==> src/hw/flash_protect_pkg.sv <==
package flash_protect_pkg;

  // ****************************************
  // Register map
  // ****************************************
  localparam logic [23:0] BOOT_CFG_ADDR  = 24'h30_0009;
  localparam logic [23:0] WRPROT_CFG_ADDR = 24'h30_000a;

  // ****************************************
  // Field positions
  // ****************************************
  localparam int BOOT_CP_BIT = 6;
  localparam int BLK3_WP_BIT = 3;
  localparam int BLK2_WP_BIT = 2;
  localparam int BLK1_WP_BIT = 1;
  localparam int BLK0_WP_BIT = 0;

  // Implemented-bit masks; everything else reads as zero
  localparam logic [7:0] BOOT_CFG_MASK   = 8'h40;
  localparam logic [7:0] WRPROT_CFG_MASK = 8'h0f;

  // ****************************************
  // Reset (unprogrammed) values
  // ****************************************
  localparam logic [7:0] BOOT_CFG_RESET   = 8'h40;
  localparam logic [7:0] WRPROT_CFG_RESET = 8'h0f;

  // ****************************************
  // Address ranges
  // ****************************************
  localparam logic [23:0] BOOT_LO      = 24'h00_0000;
  localparam logic [23:0] BOOT_HI      = 24'h00_07ff;
  localparam logic [23:0] SM_B0_LO     = 24'h00_0800;
  localparam logic [23:0] SM_B0_HI     = 24'h00_1fff;
  localparam logic [23:0] SM_B1_LO     = 24'h00_2000;
  localparam logic [23:0] SM_B1_HI     = 24'h00_3fff;
  localparam logic [23:0] SM_B2_LO     = 24'h00_4000;
  localparam logic [23:0] SM_B2_HI     = 24'h00_5fff;
  localparam logic [23:0] SM_B3_LO     = 24'h00_6000;
  localparam logic [23:0] SM_B3_HI     = 24'h00_7fff;
  localparam logic [23:0] LG_B0_LO     = 24'h00_0800;
  localparam logic [23:0] LG_B0_HI     = 24'h00_3fff;
  localparam logic [23:0] LG_B1_LO     = 24'h00_4000;
  localparam logic [23:0] LG_B1_HI     = 24'h00_7fff;
  localparam logic [23:0] LG_B2_LO     = 24'h00_8000;
  localparam logic [23:0] LG_B2_HI     = 24'h00_bfff;
  localparam logic [23:0] LG_B3_LO     = 24'h00_c000;
  localparam logic [23:0] LG_B3_HI     = 24'h00_ffff;

  // ****************************************
  // Memory size variants
  // ****************************************
  typedef enum logic [1:0] {
    MEM_16K,
    MEM_32K,
    MEM_48K,
    MEM_64K
  } mem_size_t;

  typedef enum logic [1:0] {
    OP_IDLE,
    OP_CHECK,
    OP_GO
  } op_state_t;

endpackage

==> src/hw/flash_block_protect_config.sv <==
// Decided for this implementation: the address-and-strobe port.
`timescale 1ns/1ps
module flash_block_protect_config #(
  parameter flash_protect_pkg::mem_size_t MEM_SIZE =
    flash_protect_pkg::MEM_64K
) (
  input  wire logic                       mclk,
  input  wire logic                       nrst,
  input  wire logic                       clk_en,
  input  wire logic [23:0]                reg_addr,
  input  wire logic [7:0]                 reg_wdata,
  input  wire logic                       reg_wr,
  input  wire logic                       reg_rd,
  output      logic [7:0]                 reg_rdata,
  input  wire logic [23:0]                flash_addr,
  input  wire logic                       flash_req,
  input  wire logic                       flash_write,
  input  wire logic                       flash_ext,
  output      logic                       flash_grant,
  output      logic                       flash_deny,
  output      logic                       boot_protected,
  output      logic [3:0]                 block_wr_protected
);
  import flash_protect_pkg::*;

  // Only the four sizes have a block map; anything else is refused
  if (MEM_SIZE != MEM_16K && MEM_SIZE != MEM_32K &&
      MEM_SIZE != MEM_48K && MEM_SIZE != MEM_64K) begin : g_bad_size
    $error("flash_block_protect_config: bad memory size");
  end

  // ****************************************
  // Configuration bytes
  // ****************************************
  logic [7:0] boot_cfg_reg;
  logic [7:0] boot_cfg_next;
  logic [7:0] wrp_cfg_reg;
  logic [7:0] wrp_cfg_next;
  logic [7:0] rdata_reg;
  logic [7:0] rdata_next;

  // Writes can only clear bits: AND with current value, never set
  always_comb begin
    boot_cfg_next = boot_cfg_reg;
    wrp_cfg_next  = wrp_cfg_reg;
    if (reg_wr && reg_addr == BOOT_CFG_ADDR) begin
      boot_cfg_next = boot_cfg_reg & reg_wdata & BOOT_CFG_MASK;
    end else if (reg_wr && reg_addr == WRPROT_CFG_ADDR) begin
      wrp_cfg_next = wrp_cfg_reg & reg_wdata & WRPROT_CFG_MASK;
    end
  end

  always_comb begin
    rdata_next = 8'h00;
    if (reg_rd && reg_addr == BOOT_CFG_ADDR) begin
      rdata_next = boot_cfg_reg & BOOT_CFG_MASK;
    end else if (reg_rd && reg_addr == WRPROT_CFG_ADDR) begin
      rdata_next = wrp_cfg_reg & WRPROT_CFG_MASK;
    end
  end

  always_ff @(posedge mclk or negedge nrst) begin
    if (!nrst) begin
      boot_cfg_reg <= BOOT_CFG_RESET;
      wrp_cfg_reg  <= WRPROT_CFG_RESET;
    end else if (clk_en) begin
      boot_cfg_reg <= boot_cfg_next;
      wrp_cfg_reg  <= wrp_cfg_next;
    end
  end

  // Read data stand for one cycle only, then fall back to zero
  always_ff @(posedge mclk or negedge nrst) begin
    if (!nrst) begin
      rdata_reg <= 8'h00;
    end else if (clk_en) begin
      rdata_reg <= rdata_next;
    end
  end

  assign reg_rdata = rdata_reg;

  // ****************************************
  // Range decode
  // ****************************************
  logic        large_part;
  logic [23:0] blk_lo [4];
  logic [23:0] blk_hi [4];
  logic [3:0]  blk_hit;
  logic        boot_hit;

  // Small and large parts use different block maps
  assign large_part = (MEM_SIZE == MEM_48K) ||
                      (MEM_SIZE == MEM_64K);

  always_comb begin
    if (large_part) begin
      blk_lo[0] = LG_B0_LO;
      blk_hi[0] = LG_B0_HI;
      blk_lo[1] = LG_B1_LO;
      blk_hi[1] = LG_B1_HI;
      blk_lo[2] = LG_B2_LO;
      blk_hi[2] = LG_B2_HI;
      blk_lo[3] = LG_B3_LO;
      blk_hi[3] = LG_B3_HI;
    end else begin
      blk_lo[0] = SM_B0_LO;
      blk_hi[0] = SM_B0_HI;
      blk_lo[1] = SM_B1_LO;
      blk_hi[1] = SM_B1_HI;
      blk_lo[2] = SM_B2_LO;
      blk_hi[2] = SM_B2_HI;
      blk_lo[3] = SM_B3_LO;
      blk_hi[3] = SM_B3_HI;
    end
  end

  range_match #(.AW(24)) u_boot (
    .addr (flash_addr),
    .lo   (BOOT_LO),
    .hi   (BOOT_HI),
    .hit  (boot_hit)
  );

  for (genvar i = 0; i < 4; i++) begin : g_blk
    range_match #(.AW(24)) u_blk (
      .addr (flash_addr),
      .lo   (blk_lo[i]),
      .hi   (blk_hi[i]),
      .hit  (blk_hit[i])
    );
  end

  // ****************************************
  // Access gating
  // ****************************************
  logic [3:0] wrp_active;
  logic       boot_cp;
  logic       wr_blocked;
  logic       rd_blocked;
  logic       grant_reg;
  logic       grant_next;
  logic       deny_reg;
  logic       deny_next;

  // Write protect bits only affect writes; code protect only external reads
  assign wrp_active = ~wrp_cfg_reg[3:0];
  assign boot_cp    = ~boot_cfg_reg[BOOT_CP_BIT];
  assign wr_blocked = |(blk_hit & wrp_active);
  assign rd_blocked = boot_hit && boot_cp && flash_ext;

  always_comb begin
    grant_next = 1'b0;
    deny_next  = 1'b0;
    if (flash_req) begin
      if (flash_write ? wr_blocked : rd_blocked) begin
        deny_next = 1'b1;
      end else begin
        grant_next = 1'b1;
      end
    end
  end

  always_ff @(posedge mclk or negedge nrst) begin
    if (!nrst) begin
      grant_reg <= 1'b0;
      deny_reg  <= 1'b0;
    end else if (clk_en) begin
      grant_reg <= grant_next;
      deny_reg  <= deny_next;
    end
  end

  assign flash_grant        = grant_reg;
  assign flash_deny         = deny_reg;
  assign boot_protected     = boot_cp;
  assign block_wr_protected = wrp_active;
endmodule

==> src/hw/range_match.sv <==
`timescale 1ns/1ps
module range_match #(
  parameter int AW = 24
) (
  input  wire logic [AW-1:0] addr,
  input  wire logic [AW-1:0] lo,
  input  wire logic [AW-1:0] hi,
  output      logic          hit
);
  // Narrower buses cannot reach the top block of the larger map
  if (AW < 16) begin : g_bad_width
    $error("range_match: address width too small");
  end

  assign hit = (addr >= lo) && (addr <= hi);
endmodule

==> config.mk <==
export PLATFORM = sky130hd
export DESIGN_NAME = flash_block_protect_config
export DESIGN_NICKNAME = d
export VERILOG_FILES = /design/src/hw/flash_protect_pkg.sv /design/src/hw/flash_block_protect_config.sv /design/src/hw/range_match.sv
export SDC_FILE = /design/constraint.sdc
export NUM_CORES = 1
export LEC_CHECK = 0
export ABC_AREA = 1
export BUFFER_PORTS_ARGS = -buffer_cell sky130_fd_sc_hd__buf_2
export CORE_MARGIN = 2
export CORE_UTILIZATION = 32
export DETAILED_ROUTE_END_ITERATION = 8
export GPL_TIMING_DRIVEN = 0
export MAX_ROUTING_LAYER = met4
export PLACE_DENSITY = 0.71
export REMOVE_ABC_BUFFERS = 1
export SLEW_MARGIN = 30
export SYNTH_ARGS = -nofsm -noshare
export SYNTH_HDL_FRONTEND = slang
export SYNTH_SLANG_ARGS = --single-unit
==> constraint.sdc <==
create_clock -name mclk -period 1.15 [get_ports mclk]
set_clock_uncertainty 0.15 [all_clocks]
set_input_delay 0.23 -clock mclk [delete_from_list [all_inputs] [get_ports mclk]]
set_output_delay 0.23 -clock mclk [all_outputs]
set_load 0.02 [all_outputs]
# [Word level (Yosys, flattened, before mapping)]
# Cells that the tools add are included.
[classes] n_lt_le_gt_ge=10 muxes=7 reduce_logical=14 n_addsub=0 shifts=0 bitwise_logic=6 div_mod_pow=0 eq_ne=2 n_mul=0
[ops] cell="equality test 24 x 22 -> 1 bit, second input constant" n=2
[ops] cell=">= comparator 24 x 16 -> 1 bit, second input constant" n=2
[ops] cell="<= comparator 24 x 16 -> 1 bit, second input constant" n=2
[ops] cell=">= comparator 24 x 1 -> 1 bit, second input constant" n=1
[ops] cell=">= comparator 24 x 12 -> 1 bit, second input constant" n=1
[ops] cell=">= comparator 24 x 15 -> 1 bit, second input constant" n=1
[ops] cell="<= comparator 24 x 11 -> 1 bit, second input constant" n=1
[ops] cell="<= comparator 24 x 14 -> 1 bit, second input constant" n=1
[ops] cell="<= comparator 24 x 15 -> 1 bit, second input constant" n=1
[ops] cell="logical AND 1 bit" n=11
[ops] cell="AND 4 bit" n=2
[ops] cell="2-to-1 mux 8 bit" n=1
[ops] cell="AND 7 bit" n=1
[ops] cell="2-to-1 mux 1 bit" n=5
[ops] cell="2-to-1 mux 4 bit" n=1
[ops] cell="inverter 4 bit" n=1
[ops] cell="OR reduction 4 bit" n=1
[ops] cell="AND reduction 3 bit" n=1
[ops] cell="inverter 1 bit" n=2
[ops] cell="AND reduction 2 bit" n=1
[word_totals] mem_bits_ro=0 out_inout_bits=15 register_bits=15 mem_bits_rw=0 latchBits=0 input_bits=64 n_memories=0

# [Logic depth before layout (Yosys ltp)]
# Gate-level depths: netlist (run 1).
[logic_depth] word_depth=7 ltp_mapped=9 mapped_depth_nobuf=9

# [By module]
# Synthesis (run 1) repeated with hierarchy kept, for this count alone.
[unflattened] cells_unflattened=1201 area_unflattened_um2=7395.8
[modules_own_cells] mod="range_match at g_blk[0].u_blk ..." area_each_um2=1336.3 cells_per_inst=221 seq_area_each_um2=0.0 n_inst=4
[modules_own_cells] mod="range_match at g_blk[2].u_blk" area_each_um2=1350.0 cells_per_inst=221 seq_area_each_um2=0.0 n_inst=1
[modules_own_cells] mod="flash_block_protect_config" area_each_um2=700.7 cells_per_inst=96 seq_area_each_um2=306.5 n_inst=1

# [Worst setup path after synthesis (run 1)]
# OpenSTA, ideal clock, no wires.
[synth_timing] kind="register -> register" start="reg wrp_cfg_reg[3]" end="reg deny_reg, in the netlist flash_deny" required_time_ns=0.882 arrival_time_ns=1.004 stages_incl_launch_ff=6 slack_ns=-0.122 n_path_buf=0 period_less_slack_ns=1.272 cell_sequence="dfstp_2 inv_1 o21ai_0 o21ai_0 nand4_1 nand2_1"
[synth_between] elab_chain_cells=6
[synth_rtl] item="from (decl)" line_no="flash_block_protect_config.sv:37" source="logic [7:0] wrp_cfg_reg;"
[synth_rtl] item="from (signal assigned)" line_no="flash_block_protect_config.sv:68" source="wrp_cfg_reg <= wrp_cfg_next;"
[synth_rtl] item="inverter 4 bit" line_no="flash_block_protect_config.sv:147" source="assign wrp_active = ~wrp_cfg_reg[3:0];"
[synth_rtl] item="net block_wr_protected[3]" line_no="flash_block_protect_config.sv:22" source="output logic [3:0] block_wr_protected"
[synth_rtl] item="AND 4 bit" line_no="flash_block_protect_config.sv:149" source="assign wr_blocked = |(blk_hit & wrp_active);"
[synth_rtl] item="OR reduction 4 bit" line_no="flash_block_protect_config.sv:149"
[synth_rtl] item="2-to-1 mux 1 bit (2 in series)" line_no="flash_block_protect_config.sv:156" source="if (flash_write ? wr_blocked : rd_blocked) begin"
[synth_rtl] item="2-to-1 mux 1 bit" line_no="flash_block_protect_config.sv:155" source="if (flash_req) begin"
[synth_rtl] item="to (signal assigned)" line_no="flash_block_protect_config.sv:170" source="deny_reg <= deny_next;"
[synth_rtl] item="to (decl)" line_no="flash_block_protect_config.sv:143" source="logic deny_reg;"
# The timed path passes the listed nets, and every way through them passes these cells.
# A chain may end at the register's enable or synchronous reset.

# [Worst setup path in the final report (run 1)]
[layout_timing] start="reg boot_cfg_reg[6]" end="out boot_protected"
[layout_between] elab_chain_cells=1
[layout_rtl] item="from (decl)" line_no="flash_block_protect_config.sv:35" source="logic [7:0] boot_cfg_reg;"
[layout_rtl] item="from (signal assigned)" line_no="flash_block_protect_config.sv:67" source="boot_cfg_reg <= boot_cfg_next;"
[layout_rtl] item="inverter 1 bit" line_no="flash_block_protect_config.sv:148" source="assign boot_cp = ~boot_cfg_reg[BOOT_CP_BIT];"
[layout_rtl] item="to (decl)" line_no="flash_block_protect_config.sv:21" source="output logic boot_protected,"
# Every way passes these cells.

==> reports/qor.yml, run 1 <==
place:
  port_buffers: 61
  place_congestion: 0.793
  hpwlAfterDp_um: 1670
  place_area_um2: 1150
yosys:
  synth.most_common_cell: "nand2_1"
  yosys_warnings: 0
  synthFlopType: "dfrtp_1"
  synth_area_leader_cell: "dfrtp_1"
  syn_area_per_cell_um2: 6.75
  synth.area.top_cells: "dfrtp_1 (21%), nand2_1 (19%), dfstp_2 (16%), nor2_1 (9.9%), inv_1 (8.6%)"
  synth_edf_count: 0
  synth-async-reset-ratio_pct: 100
  ys_seq_area_share_pct: 36.9
  synth_top_area_share_pct: 21.1
  syn-instance-count: 123
  synthTopCellsByCount: "nand2_1 (41), nor2_1 (22), inv_1 (19)"
  yosys_register_bits: 12
  synth_area_um2: 831
  synthDistinctLibCells: 21
sta:
  finalCriticalPeriod_ps: 1380
  hold_slack_ps: 78.3
  setup_violations: 14
  slew_violations: 0
  rsz0062_at_grt: "true"
  hold_viol: 0
  fin_crit_sh_pct: 120
  setup_tns_ps: -1540
  finalWorstSetupSlack_ps: -230
  fmax_mhz: 725
routing:
  drt-initial-drc-count: 2
  first_pass_iters: 4
  num_vias: 990
  drt_wl_total_um: 2170
  drc: 0
  via_per_inst: 4.32
  ant_nets: 0
  routedWlPerCell_um: 9.46
run_status:
  violations: "negative setup slack"
  status: "finished with violations"
grt:
  grt_first_pass_wirelength_um: 3340
  grt_max_degree: 13
  grt_pass1_vias: 961
  antenna_found_initial: 0
  grt_usage_pct: 15.6
  grt_overflow_total: 0
critical_path:
  endpoint_kind: "primary output"
  crit_required_ps: 770
  setup.worst_path.class: "register to primary output"
  max_stage_delay_ps: 570
  worstPathArrival_ps: 1000
  crit_start: "boot_cfg_reg[6]$_DFFE_PN1P_"
  r2r_start: "boot_cfg_reg[6]$_DFFE_PN1P_"
  crit_chain: "inv_2, buf_6"
  path_max_fanout: 3
  cp-start-kind: "register"
  crit_slowest_cell: "dfstp_2"
run:
  maxCapViolations: 0
clock_tree:
  clk_latency_ps: 260
  clkSinkCount: 12
  htree_levels: 1
  cts_buffer_depth: 2
  cts_tree: "done"
  root_buffer: "clkbuf_4"
  cts_buffers: 3
  cts.clk_slew.worst_paths_ps: 70
final_layout:
  multiInputGateArea_um2: 453
  fin_nets: 264
  register_area_um2: 307
  nFillCells: 257
  layout-drive-gt1-share_pct: 51.3
  diodes: 0
  fin_area_um2: 1400
  syn_to_final_growth_pct: 68.1
  largest_register_ffs: 5
floorplan:
  die_area_um2: 3020
  die_w_um: 55.0
  die_h_um: 55.0
  rows: 18
  core_um2: 2480
  io_pins: 79
  initial_core_util_pct: 33.5
power_and_ir_drop:
  p_leak_uw: 0.000804
  p_per_area_nw_per_um2: 670
  peakVddDrop_uv: 401
hold_path:
  hp-class: "primary input to register"
  hp-start: "reg_wdata[6]"
==> placed cells by master, fill, tap and decap left out, types with 2 or more instances in the layout <==
cell / n
buf_6: 15
nor2_2: 2
buf_2: 49
nand2_1: 37
nand3b_1: 4
dfrtp_1: 7
nand2_2: 5
dfstp_2: 5
and2_2: 2
nand4_1: 3
nor2_1: 22
buf_4: 9
inv_2: 5
a21oi_1: 2
inv_1: 14
conb_1: 3
clkbuf_4: 3
nand3_1: 2
==> logic make-up (layout without fill, tap and decap cells) <==
group / Yosys count / after routing / synth area share, %
simple gates: 82 / 82 / 47.9
other cells: 1 / 3 / 0.451
buf+inv: 23 / 97 / 11.7
compound gates: 5 / 5 / 3.01
flops: 12 / 12 / 36.9
==> report_power, final <==
group / total (µW) / leakage [µW] / switching, µW / internal, µW
sequential: 428 / 0.000148 / 2.20 / 426
combinational: 177 / 0.000635 / 83.7 / 93.5
clock: 330 / 0.0000210 / 138 / 192
==> critical path: cells and delay by family (launching register included) <==
| family | cells | cell delay [ps] |
|---|---|---|
| buf+inv | 2 | 170 |
| flops | 1 | 570 |
==> area by class of cell <==
cell class / count / area share (%)
multi-input combinational: 90 / 32.4
tap: 30 / 2.69
inverter: 19 / 5.11
sequential: 12 / 22.0
clock buffer: 4 / 2.60
timing repair buffer: 74 / 35.2
==> per-layer routing <==
metal	wire length [µm]	global-route usage [%]
met5	0	-
met4	19	7.32
met3	228	1.08
met2	1110	31.5
met1	812	14.5
==> what timing repair did <==
action / in CTS / in global routing
hold buffers: 1 / 0
setup endpoints to repair: 14 / 18
buffers inserted: 10 / 2
pin swaps: 6 / 9
gates cloned: 0 / 0
hold endpoints to repair: 12 / 0
resized for setup: 31 / 8
==> path summary, 6_finish.rpt <==
check,to,slack [ps],cells past startpoint
setup / recovery,boot_protected,-230,2
min in group asynchronous,flash_deny$_DFFE_PN0P_,210,2
max in group asynchronous,boot_cfg_reg[6]$_DFFE_PN1P_,360,2
hold / removal,boot_cfg_reg[6]$_DFFE_PN1P_,80,3
setup reg to reg,flash_grant$_DFFE_PN0P_,-160,7
hold reg to reg,reg_rdata[2]$_DFFE_PN0P_,360,2
==> metrics by stage <==
step | worst slack (ps) | instances | util (%) | power, µW
6_report | -230 | 229 | 56.4 | 935
5_1_grt | -266 | 229 | 56.4 | 1000
4_1_cts | -227 | 227 | 54.9 | 945
3_5_place_dp | -192 | 212 | 46.6 | 598
3_3_place_gp | -186 | 212 | 46.6 | 595
2_1_floorplan | -122 | 121 | - | 495
Power figures use the tool's default switching activity.
==> inputs of run 2 (changes only) <==
--- a/config.mk
+++ b/config.mk
@@ -7,12 +7,14 @@
 export LEC_CHECK = 0
 export ABC_AREA = 1
 export BUFFER_PORTS_ARGS = -buffer_cell sky130_fd_sc_hd__buf_2
+export CELL_PAD_IN_SITES_DETAIL_PLACEMENT = 0
+export CELL_PAD_IN_SITES_GLOBAL_PLACEMENT = 1
 export CORE_MARGIN = 2
-export CORE_UTILIZATION = 32
+export CORE_UTILIZATION = 20
 export DETAILED_ROUTE_END_ITERATION = 8
 export GPL_TIMING_DRIVEN = 0
 export MAX_ROUTING_LAYER = met4
-export PLACE_DENSITY = 0.71
+export PLACE_DENSITY = 0.8
 export REMOVE_ABC_BUFFERS = 1
 export SLEW_MARGIN = 30
 export SYNTH_ARGS = -nofsm -noshare
==> run 2 against run 1 <==
Effect of this change: the flow still finishes with violations (negative setup slack); fmax is 0.50% higher; sequential power about the same; cell area rose by 7.5%; sequential cell count is the same; combinational power increased by 14%; clock power increased by 42%; setup slack gained 6.9 ps; highest routed layer unchanged.
==> reports/qor.yml, run 2 (same netlist as run 1, synthesis figures left out) <==
run_status:
  status: "finished with violations"
  violations: "negative setup slack"
grt:
  grt_max_degree: 13
  grt_overflow_total: 0
  grt_first_pass_wirelength_um: 3550
  antenna_found_initial: 0
  grt_usage_pct: 10.7
  grt_pass1_vias: 893
floorplan:
  rows: 23
  io_pins: 79
  die_h_um: 68.5
  initial_core_util_pct: 20.8
  die_w_um: 68.5
  die_area_um2: 4690
  core_um2: 4000
final_layout:
  post-route-util_pct: 37.5
  syn_to_final_growth_pct: 80.7
  fin_area_um2: 1500
  layout-drive-gt1-share_pct: 55.8
  diodes: 0
  fin_nets: 262
  final_cell_mix: "buf_2 (44), nand2_1 (37), buf_6 (19)"
  nFillCells: 439
  largest_register_ffs: 5
  layout.cells.most_common: "buf_2"
critical_path:
  crit_required_ps: 770
  r2r_start: "boot_cfg_reg[6]$_DFFE_PN1P_"
  r2r_cells: 6
  worstPathArrival_ps: 990
  r2r-end: "flash_grant$_DFFE_PN0P_"
  setup.worst_path.class: "register to primary output"
  cp-start-kind: "register"
  rrSetupSlack_ps: -70
  endpoint_kind: "primary output"
  path_max_fanout: 3
sta:
  fin_crit_sh_pct: 119
  finalWorstSetupSlack_ps: -223
  hold_viol: 0
  finalCriticalPeriod_ps: 1370
  slew_violations: 0
  rsz0062_at_grt: "true"
  setup_violations: 9
  fmax_mhz: 728
power_and_ir_drop:
  p_per_area_nw_per_um2: 731
  intPower_uw: 839
  seq_power_share_pct: 39.0
  power.net_switching_uw: 259
  pwr-share-comb_pct: 18.4
  p_total_uw: 1100
  swShare_pct: 23.6
  clkPwrFrac_pct: 42.6
  p_leak_uw: 0.000828
  peakVddDrop_uv: 247
place:
  place_congestion: 0.672
  place_area_um2: 1180
  hpwlAfterDp_um: 1840
  port_buffers: 61
routing:
  ant_nets: 0
  first_pass_iters: 4
  drc: 0
  via_per_inst: 4.02
  drt-initial-drc-count: 10
  drt_wl_total_um: 2240
  routedWlPerCell_um: 9.08
  num_vias: 992
clock_tree:
  cts.clk_slew.worst_paths_ps: 50
  clkSinkCount: 12
  cts_tree: "done"
  clk_latency_ps: 250
  cts_buffers: 3
  cts_buffer_depth: 2
  htree_levels: 1
  root_buffer: "clkbuf_8"
run:
  maxCapViolations: 0
hold_path:
  whs_path_depth: 3
  hp-class: "primary input to register"
  holdPathEnd: "reg_rdata[6]$_DFFE_PN0P_"
  hp-start: "reg_rd"
-- run 2: changes by cell type in the layout (fill, tap and decap cells not counted), sizes merged --
cell / delta
buf: -2
-- run 2: cell type report --
| type | count | area, µm² | area share (%) |
|---|---|---|---|
| clock buffers | 4 | 55.1 | 3.67 |
| inverters | 19 | 71.3 | 4.75 |
| multi-input cells | 90 | 502 | 33.4 |
| flip-flops and latches | 12 | 307 | 20.4 |
| well taps | 50 | 62.6 | 4.17 |
| repair buffers | 72 | 504 | 33.6 |
-- run 2: timing repair --
item	4_1_cts	5_1_grt
hold buffers	1	0
pin swaps	0	24
endpoints found under the hold margin	12	0
setup buffers	8	2
resized for setup	32	28
setup endpoints to repair	14	23
-- run 2: worst max-delay path, cell delays in order, from the launching register on --
cell	delay, ps
dfstp_2	570
inv_2	50
buf_6	120
-- run 2: metrics by stage --
| stage | worst slack, ps | setup TNS (ps) | instances | hold WS, ps |
|---|---|---|---|---|
| final | -223 | -1040 | 247 | 89.8 |
| after global routing | -249 | -1630 | 247 | 140 |
| after CTS | -224 | -1150 | 245 | 89.3 |
| after detailed placement | -231 | -2120 | 232 | -26.7 |
| after global placement | -197 | -1870 | 232 | -33.1 |
| after floorplan | -122 | -226 | 121 | -216 |
-- run 2: metal layers --
| metal | vias to the layer above | part of all wire [%] | global-route usage, % |
|---|---|---|---|
| li1 | 513 | - | - |
| met1 | 417 | 41 | 11.8 |
| met2 | 57 | 46 | 17.9 |
| met3 | 5 | 10 | 1.48 |
| met4 | 0 | 2.8 | 6.75 |
| met5 | - | 0 | - |
-- run 2: worst max-delay path by stage --
stage,cells past startpoint,to,start
2_1_floorplan,5,flash_deny$_DFFE_PN0P_,wrp_cfg_reg[3]$_DFFE_PN1P_
3_3_place_gp,8,reg_rdata[0]$_DFFE_PN0P_,reg_addr[15]
3_5_place_dp,8,reg_rdata[0]$_DFFE_PN0P_,reg_addr[15]
6_report,2,boot_protected,boot_cfg_reg[6]$_DFFE_PN1P_
4_1_cts,2,boot_protected,boot_cfg_reg[6]$_DFFE_PN1P_
5_1_grt,2,boot_protected,boot_cfg_reg[6]$_DFFE_PN1P_
-- run 2: power groups by stage --
stage / logic, µW / clock network (µW) / registers [µW]
after global routing: 228 / 501 / 429
after detailed placement: 165 / 0 / 435
after global placement: 162 / 0 / 435
after floorplan: 56.1 / 0 / 439
after CTS: 177 / 482 / 429
final: 202 / 468 / 429
==> inputs of run 3 (changes only) <==
--- a/config.mk
+++ b/config.mk
@@ -16,6 +16,7 @@
 export MAX_ROUTING_LAYER = met4
 export PLACE_DENSITY = 0.8
 export REMOVE_ABC_BUFFERS = 1
+export SETUP_SLACK_MARGIN = 0.3
 export SLEW_MARGIN = 30
 export SYNTH_ARGS = -nofsm -noshare
 export SYNTH_HDL_FRONTEND = slang
==> run 3 against run 2 <==
Effect of this change: the run still ends with negative setup slack left; first-iteration DRC count decreased by 30%; core utilization increased by 1.3 points; non-clock buffer count increased by 1; die area unchanged; sequential power about the same; cell count increased by 0.40%; sequential share of layout area decreased by 0.67 points; critical path depth unchanged; cell area increased by 3.4%; register-to-register slack about the same.
==> reports/qor.yml, run 3 (same netlist as run 1, synthesis figures left out) <==
place:
  place_area_um2: 1180
  place_congestion: 0.672
  port_buffers: 61
  hpwlAfterDp_um: 1840
  place_inst: 232
power_and_ir_drop:
  p_leak_uw: 0.000846
  clkPwrFrac_pct: 42.2
  peakVddDrop_uv: 253
  pwr-share-comb_pct: 19.2
  swShare_pct: 23.8
  intPower_uw: 847
  power.net_switching_uw: 265
  seq_power_share_pct: 38.5
  p_per_area_nw_per_um2: 716
floorplan:
  rows: 23
  initial_core_util_pct: 20.8
  die_h_um: 68.5
  die_area_um2: 4690
  core_um2: 4000
  io_pins: 79
  die_w_um: 68.5
sta:
  finalWorstSetupSlack_ps: -226
  finalCriticalPeriod_ps: 1380
  fmax_mhz: 727
  setup_violations: 10
  rsz0062_at_grt: "true"
  slew_violations: 0
  hold_viol: 0
  fin_crit_sh_pct: 120
  hold_slack_ps: 90.7
routing:
  num_vias: 994
  ant_nets: 0
  first_pass_iters: 3
  via_per_inst: 4.01
  drc: 0
  drt-initial-drc-count: 7
  drt_wl_total_um: 2320
  routedWlPerCell_um: 9.35
final_layout:
  diodes: 0
  stdcell_count: 248
  syn_to_final_growth_pct: 86.9
  layout.cells.most_common: "buf_2"
  fin_nets: 263
  layout-drive-gt1-share_pct: 56.6
  largest_register_ffs: 5
  final_cell_mix: "buf_2 (40), nand2_1 (36), buf_6 (23)"
  fin_area_um2: 1550
critical_path:
  setup.worst_path.class: "register to primary output"
  cp-start-kind: "register"
  worstPathArrival_ps: 1000
  path_max_fanout: 3
  endpoint_kind: "primary output"
  crit_required_ps: 770
clock_tree:
  root_buffer: "clkbuf_8"
  cts_buffer_depth: 2
  htree_levels: 1
  clk_latency_ps: 240
  cts_buffers: 3
  cts_tree: "done"
  cts.clk_slew.worst_paths_ps: 50
  clkSinkCount: 12
grt:
  grt_usage_pct: 11.1
  grt_overflow_total: 0
  grt_first_pass_wirelength_um: 3700
  antenna_found_initial: 0
  grt_max_degree: 13
  grt_pass1_vias: 924
hold_path:
  hp-class: "primary input to register"
run_status:
  violations: "negative setup slack"
  status: "finished with violations"
run:
  maxCapViolations: 0
-- run 3: path summary, 6_finish.rpt --
check | from | to | slack [ps] | depth (start not counted)
max | boot_cfg_reg[6]$_DFFE_PN1P_ | boot_protected | -230 | 2
min | reg_rd | reg_rdata[6]$_DFFE_PN0P_ | 90 | 3
max reg2reg | boot_cfg_reg[6]$_DFFE_PN1P_ | flash_grant$_DFFE_PN0P_ | -80 | 6
min reg2reg | boot_cfg_reg[6]$_DFFE_PN1P_ | boot_cfg_reg[6]$_DFFE_PN1P_ | 350 | 2
max in group asynchronous | nrst | wrp_cfg_reg[2]$_DFFE_PN1P_ | 380 | 2
min in group asynchronous | nrst | flash_grant$_DFFE_PN0P_ | 230 | 2
-- run 3: what timing repair did --
action,4_1_cts,5_1_grt
buffers inserted,8,3
hold buffers,1,0
pin swaps,21,17
endpoints found under the setup margin,24,29
hold endpoints to repair,12,0
gates resized for setup,48,21
-- run 3: layout make-up --
cell class | count | area [µm²]
Timing Repair Buffer | 73 | 537
Multi-Input combinational cell | 90 | 520
Sequential cell | 12 | 307
Inverter | 19 | 71.3
Tap cell | 50 | 62.6
Clock buffer | 4 | 55.1
Fill cell | 432 | 2450
-- run 3: stage by stage --
stage / worst slack (ps) / total power (µW) / setup TNS [ps] / util [%]
after global routing: -252 / 1170 / -1640 / 38.8
after CTS: -224 / 1100 / -1200 / 36.1
after detailed placement: -231 / 599 / -2120 / 29.5
after global placement: -197 / 597 / -1870 / 29.5
after floorplan: -122 / 495 / -226 / -
final: -226 / 1110 / -1080 / 38.8
-- run 3: power by group through the flow --
stage | Sequential [µW] | Clock, µW | Combinational (µW)
after detailed placement | 435 | 0 | 165
after global placement | 435 | 0 | 162
after global routing | 429 | 501 | 240
after CTS | 429 | 482 | 189
after floorplan | 439 | 0 | 56.1
final | 429 | 470 | 214
-- run 3: worst max-delay path: stages (launching register included) --
cell and delay, ps:
dfstp_2 570, inv_2 50, buf_6 130
-- run 3: routing by layer --
metal,global-route usage [%],up-vias,part of all wire [%]
met2,19.1,57,47
met3,1.81,5,11
met1,11.9,417,40
met5,-,-,0
met4,6.75,0,2.7
li1,-,515,-
